==> config.mk <==
export PLATFORM = sky130hd
export DESIGN_NAME = rbp_registered_buffer
export DESIGN_NICKNAME = d
export VERILOG_FILES = /design/src/hw/rbp_pkg.sv /design/src/hw/rbp_parity_tree.sv /design/src/hw/rbp_registered_buffer.sv
export SDC_FILE = /design/constraint.sdc
export NUM_CORES = 1
export LEC_CHECK = 0
export ABC_AREA = 0
export BUFFER_PORTS_ARGS = -buffer_cell sky130_fd_sc_hd__buf_2
export CAP_MARGIN = 20
export CORE_MARGIN = 1.5
export CORE_UTILIZATION = 40
export DETAILED_ROUTE_END_ITERATION = 16
export PLACE_DENSITY = 0.78
export SLEW_MARGIN = 25
export SYNTH_ARGS = -nofsm -noshare
export SYNTH_HDL_FRONTEND = slang
export SYNTH_SLANG_ARGS = --single-unit
==> constraint.sdc <==
create_clock -name clk_sys_i -period 1.24 [get_ports clk_sys_i]
set_input_delay 0.124 -clock clk_sys_i [delete_from_list [all_inputs] [get_ports clk_sys_i]]
set_output_delay 0.124 -clock clk_sys_i [all_outputs]
set_load 0.01 [all_outputs]
==> src/hw/rbp_pkg.sv <==
// constants shared by the registered buffer with parity check
// Functional notes
// - reset clears registers, outputs low, error high
// - reset acts asynchronously, no clock needed
// - inputs ignored while reset is low
// - outputs stay low after release, inputs low
// - parity arrives one cycle after its data
// - error driven at m+2, valid by m+3
// - check covers mode-dependent independent data bits
// - even parity over data plus parity bit
// - error output is active low, open drain
// - error stays low at least two cycles
// - consecutive errors keep error low throughout
// - low power state freezes data and error outputs
// - error before low power held plus two
// - clock enables, terminations, selects not checked
// - pinout mode static: low A, high B
// - gate plus first two selects high hold data
// - otherwise data outputs follow inputs
// - all four selects high freeze error output
// - reset overrides select gating
// - gate enable low disables data output gating only
// - selects two, three gate but not redriven
// - selects, clock enables, terminations always registered
package rbp_pkg;

	// ***************************************************
	// widths
	// ***************************************************
	localparam int DATA_W = 28;
	localparam int SEL_W = 4;
	localparam int BANKS = 2;

	// ***************************************************
	// parity masks, bit 0 is the first data input
	// ***************************************************
	localparam logic [DATA_W-1:0] PAR_MASK_A = 28'h0FFF0F5F;
	localparam logic [DATA_W-1:0] PAR_MASK_B = 28'h0FAF0FFF;

	// ***************************************************
	// reset values
	// ***************************************************
	localparam logic [DATA_W-1:0] DATA_RST = 28'h0000000;
	localparam logic [1:0] PAIR_RST = 2'h0;
	localparam logic ERR_N_RST = 1'h1;

	// ***************************************************
	// timing counts in clock cycles
	// ***************************************************
	localparam logic [1:0] ERR_HOLD_CYCLES = 2'h2;
	localparam logic [1:0] LPM_TAIL_CYCLES = 2'h2;

endpackage

==> src/hw/rbp_parity_tree.sv <==
// masked even-parity reduction over the command and address word
`timescale 1ns/100ps
module rbp_parity_tree
	import rbp_pkg::*;
(
	input wire logic [DATA_W-1:0] data_i,
	input wire logic config_b_i,
	output logic parity_o
);

	// ***************************************************
	// mask selection
	// ***************************************************
	// module-dependent positions drop out of the sum
	wire [DATA_W-1:0] sel_mask;
	wire [DATA_W-1:0] masked;

	assign sel_mask = config_b_i ? PAR_MASK_B : PAR_MASK_A;
	assign masked = data_i & sel_mask;

	// ***************************************************
	// reduction
	// ***************************************************
	// odd count of ones yields a one here
	assign parity_o = ^masked;

endmodule

==> src/hw/rbp_registered_buffer.sv <==
// registered command buffer with parity check and select gating
`timescale 1ns/100ps
module rbp_registered_buffer
	import rbp_pkg::*;
(
	input wire logic clk_sys_i,
	input wire logic rst_n_i,
	input wire logic config_b_i,
	input wire logic select_gate_enable_i,
	input wire logic [DATA_W-1:0] buffer_in_i,
	input wire logic parity_bit_in_i,
	input wire logic [SEL_W-1:0] rank_selects_n_i,
	input wire logic [1:0] power_down_in_i,
	input wire logic [1:0] termination_in_i,
	output logic [DATA_W-1:0] registered_out_a_o,
	output logic [DATA_W-1:0] registered_out_b_o,
	output logic [1:0] redriven_select_out_a_o,
	output logic [1:0] redriven_select_out_b_o,
	output logic [1:0] power_down_out_a_o,
	output logic [1:0] power_down_out_b_o,
	output logic [1:0] termination_out_a_o,
	output logic [1:0] termination_out_b_o,
	output logic parity_error_n_o,
	output logic parity_error_oe_o
);

	// ***************************************************
	// gating decode
	// ***************************************************
	// the gate enable tied low removes data gating entirely
	wire data_gate;
	wire err_gate;
	wire low_power_state;

	assign data_gate = select_gate_enable_i & rank_selects_n_i[0]
		& rank_selects_n_i[1];
	assign err_gate = &rank_selects_n_i;
	assign low_power_state = select_gate_enable_i & err_gate;

	// ***************************************************
	// output banks
	// ***************************************************
	// each bank has its own flops so both drivers switch together
	genvar b;
	generate
		for (b = 0; b < BANKS; b++) begin : g_bank
			logic [DATA_W-1:0] q_data;
			logic [1:0] q_sel;
			logic [1:0] q_pd;
			logic [1:0] q_term;

			// async clear so the outputs fall without a clock
			always_ff @(posedge clk_sys_i or negedge rst_n_i) begin
				if (!rst_n_i) begin
					q_data <= DATA_RST;
				end else if (!data_gate) begin
					q_data <= buffer_in_i;
				end
			end

			// control copies keep running while data is gated
			always_ff @(posedge clk_sys_i or negedge rst_n_i) begin
				if (!rst_n_i) begin
					q_sel <= PAIR_RST;
					q_pd <= PAIR_RST;
					q_term <= PAIR_RST;
				end else begin
					q_sel <= rank_selects_n_i[1:0];
					q_pd <= power_down_in_i;
					q_term <= termination_in_i;
				end
			end

			if (b == 0) begin : g_port_a
				assign registered_out_a_o = q_data;
				assign redriven_select_out_a_o = q_sel;
				assign power_down_out_a_o = q_pd;
				assign termination_out_a_o = q_term;
			end else begin : g_port_b
				assign registered_out_b_o = q_data;
				assign redriven_select_out_b_o = q_sel;
				assign power_down_out_b_o = q_pd;
				assign termination_out_b_o = q_term;
			end
		end
	endgenerate

	// ***************************************************
	// parity pipeline
	// ***************************************************
	// data is taken at edge m, its parity bit at edge m+1
	logic [DATA_W-1:0] chk_data;
	logic data_par;
	logic par_q;
	wire chk_parity;
	wire parity_fail;

	rbp_parity_tree u_parity_tree (
		.data_i(chk_data),
		.config_b_i(config_b_i),
		.parity_o(chk_parity)
	);

	// the check word is captured even while data outputs are gated
	always_ff @(posedge clk_sys_i or negedge rst_n_i) begin
		if (!rst_n_i) begin
			chk_data <= DATA_RST;
		end else begin
			chk_data <= buffer_in_i;
		end
	end

	// parity of the earlier word meets the later parity bit
	always_ff @(posedge clk_sys_i or negedge rst_n_i) begin
		if (!rst_n_i) begin
			data_par <= 1'h0;
			par_q <= 1'h0;
		end else begin
			data_par <= chk_parity;
			par_q <= parity_bit_in_i;
		end
	end

	assign parity_fail = data_par ^ par_q;

	// ***************************************************
	// error latch
	// ***************************************************
	// hold_cnt counts the extra low cycles still owed
	logic err_n;
	logic err_oe;
	logic [1:0] hold_cnt;
	logic lpm_seen;
	wire hold_active;
	wire lpm_tail;
	wire next_err_n;
	wire [1:0] next_hold_cnt;
	wire next_lpm_seen;

	assign hold_active = (hold_cnt != 2'h0);
	assign lpm_tail = lpm_seen & ~err_n;

	// a frozen error output ignores the checker, new errors win
	assign next_err_n = err_gate ? err_n :
		parity_fail ? 1'h0 :
		(lpm_tail | (hold_active & ~err_n)) ? 1'h0 :
		1'h1;

	assign next_hold_cnt = err_gate ? hold_cnt :
		parity_fail ? ERR_HOLD_CYCLES - 2'h1 :
		lpm_tail ? LPM_TAIL_CYCLES - 2'h1 :
		hold_active ? hold_cnt - 2'h1 :
		2'h0;

	// remembers that the freeze began with the error asserted
	assign next_lpm_seen = err_gate ? (lpm_seen | ~err_n) : 1'h0;

	always_ff @(posedge clk_sys_i or negedge rst_n_i) begin
		if (!rst_n_i) begin
			err_n <= ERR_N_RST;
			err_oe <= 1'h0;
			hold_cnt <= 2'h0;
			lpm_seen <= 1'h0;
		end else begin
			err_n <= next_err_n;
			err_oe <= ~next_err_n;
			hold_cnt <= next_hold_cnt;
			lpm_seen <= next_lpm_seen;
		end
	end

	// the pin is pulled low only; oe marks when it is driven
	assign parity_error_n_o = err_n;
	assign parity_error_oe_o = err_oe;

	wire [DATA_W-1:0] cur_mask;
	assign cur_mask = config_b_i ? PAR_MASK_B : PAR_MASK_A;

	// ***************************************************
	// pass-through, reset and latch checks
	// ***************************************************
	// attempts start one edge into reset release so $past sees live data
	wire [1:0] sel_in;
	assign sel_in = rank_selects_n_i[1:0];
endmodule

# Word level (Yosys, flattened, before mapping)
# Index checks and enable logic that the tools add are counted.
# word_totals
reg_bits,69
latchBits,0
ram_bits,0
romBits,0
input_bits,41
elab_cells,33
mem_count,0
# classes
n_addsub,1
mul,0
div_mod_pow,0
n_lt_le_gt_ge,0
eq_ne,0
n_shift,0
n_mux,8
n_bitwise,10
reduce_logical,3
# ops
cell,n
28-bit bitwise AND,1
28-bit parity,1
23-bit two-way mux,1
2-bit two-way mux,3
1-bit bitwise AND,4
1-bit two-way mux,4
4-bit AND reduction,1
1-bit NOT,2
1-bit OR,2
2-bit nonzero test,1
2-bit by 1-bit subtractor with 2-bit output (second input constant),1
1-bit bitwise XOR,1

# Depth between registers and ports, before layout
# logic_depth
word_depth,7
depth_mapped,4

# Hierarchy
# From an unflattened synthesis, not the netlist that was laid out.
# hier_totals
hier_cells,170
area_unflattened_um2,2698.8
# by_module_without_submodules
mod,instances,cells_per_inst,area_each_um2
rbp_registered_buffer,1,148,2491.1
rbp_parity_tree,1,22,207.7

# Least setup slack after synthesis
# No wires, ideal clock.
# synth_path
path_type,reg-to-reg
start,reg chk_data[25]
end,reg data_par
setup_ps,134
arrival_ps,1183
path_slack_ps,-76
stages_incl_launch_ff,5
path_buffers,0
synth_period_minus_slack_ps,1316
cell_sequence,dfrtp_1 > xnor2_1 > xnor2_1 > xnor2_1 > xnor3_1
# synth_between
elab_chain_len,2
# synth_rtl
item,line,source
from (decl),rbp_registered_buffer.sv:92,logic [DATA_W-1:0] chk_data;
from (signal assigned),rbp_registered_buffer.sv:109,chk_data <= buffer_in_i;
28-bit bitwise AND,rbp_parity_tree.sv:19,assign masked = data_i & sel_mask;
28-bit parity,rbp_parity_tree.sv:25,assign parity_o = ^masked;
net chk_parity,rbp_registered_buffer.sv:95,wire chk_parity;
to (signal assigned),rbp_registered_buffer.sv:119,data_par <= chk_parity;
to (decl),rbp_registered_buffer.sv:93,logic data_par;
# The timed path passes the listed nets, and every way through them passes these cells.
# A chain may end at the register's enable or synchronous reset.

# Final worst setup path
# layout_path
start,reg chk_data[3]
end,reg data_par
# Same word-level chain as after synthesis.

==> summary.txt <==
STATUS
-----------------------------------------------------------------------------------------------------
Result of the run ...................................................................... complete, but fails checks
Violated checks ........................................................................ negative setup slack

CLOCK NETWORK
-----------------------------------------------------------------------------------------------------
Clock tree from TritonCTS ..............................................................         done
Maximum root-to-sink buffer count ......................................................            2
Clock slew seen by the registers of the worst setup and hold paths .....................      0.07 ns
H-tree depth ...........................................................................            3
Cell chosen for the clock root .........................................................     clkbuf_8
Clock Latency Late Sink ................................................................      0.32 ns
CTS sink cnt ...........................................................................           65
Setup repair bufs after CTS ............................................................            0
Number of CTS-inserted buffers .........................................................            9

SYNTHESIS
-----------------------------------------------------------------------------------------------------
Total of flip-flops plus latches after synthesis .......................................           65
Cells after Synth ......................................................................          167
Share of synthesized cell area in and, or, nand and nor gates ..........................        1.35%
Compound-gate portion of the synthesized area ..........................................        1.65%
Mux share of post-synthesis cell area ..................................................        13.0%
Mapped Area ............................................................................     2510 um2
Post-synth net total ...................................................................          208
Dominant combinational cell family by area after synthesis ............................. multiplexers
Post-synthesis share of cell area spent on full adders, half adders and majority gates .           0%
Register area share after synthesis ....................................................        64.9%
Average footprint of a synthesized cell ................................................     15.0 um2
Unique cell type count in the Yosys netlist ............................................           20
Syn. warnings ..........................................................................            0
Fraction of synthesized cell area in xor and xnor cells ................................        8.23%

WORST SETUP PATH
-----------------------------------------------------------------------------------------------------
Critical Path End Type .................................................................     register
Critical path fanouts, max .............................................................            1
Category of the most critical setup path ...............................................   reg -> reg
Arrival @ worst endpoint ...............................................................      1.59 ns
Critical path's slowest cell ...........................................................      dfrtp_1
Cells traversed along the worst timing path ............................................ xnor2_2, xnor2_1, xnor2_1, xnor3_1
Most frequent cell on the critical path ................................................      xnor2_1
Required time at the worst-slack endpoint ..............................................      1.44 ns
Buffers & Inverters on Critical Path ...................................................            0
Critical Path Max Stage Delay ..........................................................      0.40 ns
Dominant delay contributor by cell family on the critical path ......................... XOR/XNOR gates
Kind of launch point of the worst setup path ...........................................     register

CELLS AND AREA
-----------------------------------------------------------------------------------------------------
Util after Layout ......................................................................        57.2%
Area growth from synthesis to final layout .............................................        36.6%
Post-route cell area ...................................................................     3420 um2
Layout cell share with drive strength beyond 1 .........................................        54.1%
Net count reported at finish ...........................................................          328
Diode insertion count for antenna repair ...............................................            0
Number of filler instances in the final layout .........................................          523
Number of non-filler instances in the completed layout .................................          367

STA
-----------------------------------------------------------------------------------------------------
Accumulated negative setup slack .......................................................    -0.155 ns
Relative slew slack ....................................................................        77.4%
Setup Viol. Count Final ................................................................            1
Final hold violation count .............................................................            0
Worst-case clock skew ..................................................................   0.00344 ns
Minimum setup slack in the final design ................................................    -0.155 ns
Unrepaired setup endpoints after global routing ........................................          yes
Actual slew at the worst max-slew pin ..................................................     0.339 ns
Post-route minimum period ..............................................................      1.39 ns
Final-report max-slew violation count ..................................................            0
Max Fclk ...............................................................................    0.717 GHz
Final Cycle Share ......................................................................         112%
Worst slack on hold paths ..............................................................    0.0283 ns

PLACEMENT
-----------------------------------------------------------------------------------------------------
Placer congestion estimate .............................................................        0.692
DPL Wire Length ........................................................................      3.17 mm
Placed cell area .......................................................................     2930 um2
Placed Cells incl. Taps ................................................................          319
Buffers on Ports .......................................................................          110

GRT
-----------------------------------------------------------------------------------------------------
Initial antenna violation count ........................................................            0
Total global routing track utilization .................................................        15.6%
Global route overflow ..................................................................            0
Number of global-route vias before repair ..............................................         1612
Wire length of the first global-routing pass ...........................................      7.56 mm
Largest net degree at the start of global routing ......................................           66

DIE
-----------------------------------------------------------------------------------------------------
Die Footprint ..........................................................................     6750 um2
Die Height .............................................................................      82.2 um
Num ports ..............................................................................          111
Placeable core region ..................................................................     5990 um2
Die X-Extent ...........................................................................      82.2 um
Effective utilization at floorplan .....................................................        41.9%
Row Count ..............................................................................           28

DRT
-----------------------------------------------------------------------------------------------------
ANT nets after route ...................................................................            0
Drt drc ................................................................................            0
Wirelength per Cell ....................................................................      13.2 um
Detailed-route via count ...............................................................         1603
Routed wire length .....................................................................      4.83 mm
DRC violation total after the first TritonRoute iteration ..............................           42
Via/cell ratio .........................................................................         4.37
Pre-antenna DRT Iters ..................................................................            4

POWER AND IR DROP
-----------------------------------------------------------------------------------------------------
Leakage ................................................................................      1.66 nW
Worst supply voltage drop on vdd .......................................................     0.793 mV
Power Density ..........................................................................  1390 nW/um2

WORST HOLD PATH
-----------------------------------------------------------------------------------------------------
Type of the worst min-delay path .......................................................    in -> reg

FLOW RUN
-----------------------------------------------------------------------------------------------------
Max-cap violations .....................................................................            0

[layout make-up]
class	count	area [um2]	area share, %
Tap cell	75	93.8	2.74
Sequential cell	65	1630	47.5
Multi-Input combinational cell	64	622	18.2
Inverter	2	7.51	0.219
Clock buffer	12	135	3.95
Clock inverter	4	20.0	0.585
Timing Repair Buffer	145	918	26.8
[synth_stat cells]
cell,count,share of area (%)
buf_2,2,0.40
nand2b_1,1,0.25
nand4_1,1,0.25
xnor3_1,1,0.90
mux2_2,28,13
nor2_1,2,0.30
o21ai_0,1,0.20
a21oi_1,3,0.60
nand2_1,1,0.15
buf_4,34,10
dfstp_2,1,1.0
xnor2_1,17,5.9
nand3_2,1,0.40
xor2_1,4,1.4
o21a_1,1,0.30
a31oi_1,1,0.25
mux2i_1,1,0.40
dfrtp_1,64,64
a21boi_0,1,0.30
inv_1,2,0.30
[routing by layer]
| layer | up-vias | wire (um) | track usage, % |
|---|---|---|---|
| met4 | 0 | 59 | 7.46 |
| met5 | - | 0 | 0 |
| met1 | 784 | 1910 | 17.8 |
| met3 | 7 | 222 | 3.85 |
| met2 | 56 | 2640 | 27.3 |
| li1 | 756 | - | - |
[cell families after synthesis]
family / after synthesis
mux: 29
compound gates: 7
simple gates: 6
buf+inv: 38
xor+xnor: 22
flops: 65
[final timing paths]
check / startpoint / endpoint / slack [ns] / cells after the start
worst max-delay path: chk_data[3]$_DFF_PN0_ / data_par$_DFF_PN0_ / -0.15 / 4
worst min-delay path: buffer_in_i[15] / registered_out_b_o[15]$_DFFE_PN0N_ / 0.03 / 2
worst max register to register: chk_data[3]$_DFF_PN0_ / data_par$_DFF_PN0_ / -0.15 / 4
worst min register to register: registered_out_b_o[13]$_DFFE_PN0N_ / registered_out_b_o[13]$_DFFE_PN0N_ / 0.52 / 1
max in group asynchronous: rst_n_i / asynchronous set/reset pin / 0.59 / 3
min in group asynchronous: rst_n_i / termination_out_b_o[1]$_DFF_PN0_ / 0.35 / 3
[flip-flops by register name, summed over array words and instances, names as in the netlist, named ones only]
name / flops
lpm_seen: 1
data_par: 1
redriven_select_out_b_o: 2
par_q: 1
registered_out_b_o: 28
power_down_out_b_o: 2
chk_data: 24
termination_out_b_o: 2
hold_cnt: 2
parity_error_oe_o: 1
[per-stage QoR]
| step | setup WS (ns) | power (mW) |
|---|---|---|
| 2_1_floorplan | -0.0760 | 3.01 |
| 3_3_place_gp | -0.134 | 3.25 |
| 3_5_place_dp | -0.179 | 3.28 |
| 4_1_cts | -0.172 | 4.84 |
| 5_1_grt | -0.221 | 5.03 |
| 6_report | -0.155 | 4.75 |
[cells in the final DEF (no fill, tap or decap), types with 3 or more instances in the layout]
master / n
a21oi_1: 3
buf_2: 110
clkbuf_1: 3
clkbuf_8: 9
clkinv_2: 4
dfrtp_1: 64
dlygate4sd3_1: 32
mux2_2: 28
xnor2_1: 15
xor2_1: 4
[timing repair]
item                                   4_1_cts  5_1_grt
setup endpoints to repair                    1        1
gates cloned                                 0        0
resized for setup                            2        0
endpoints found under the hold margin       95        0
pin swaps                                    3        1
hold buffers                                32        0
[power breakdown]
group / switching (mW) / internal, mW / leakage (nW)
combinational: 0.391 / 0.490 / 0.819
clock: 0.723 / 0.713 / 0.0839
sequential: 0.111 / 2.32 / 0.760
[worst reg2reg max path, stage by stage (launching register included)]
cell     delay (ns)
dfrtp_1        0.40
xnor2_2        0.21
xnor2_1        0.17
xnor2_1        0.17
xnor3_1        0.33
No activity file was read; power rests on OpenSTA's default activity.
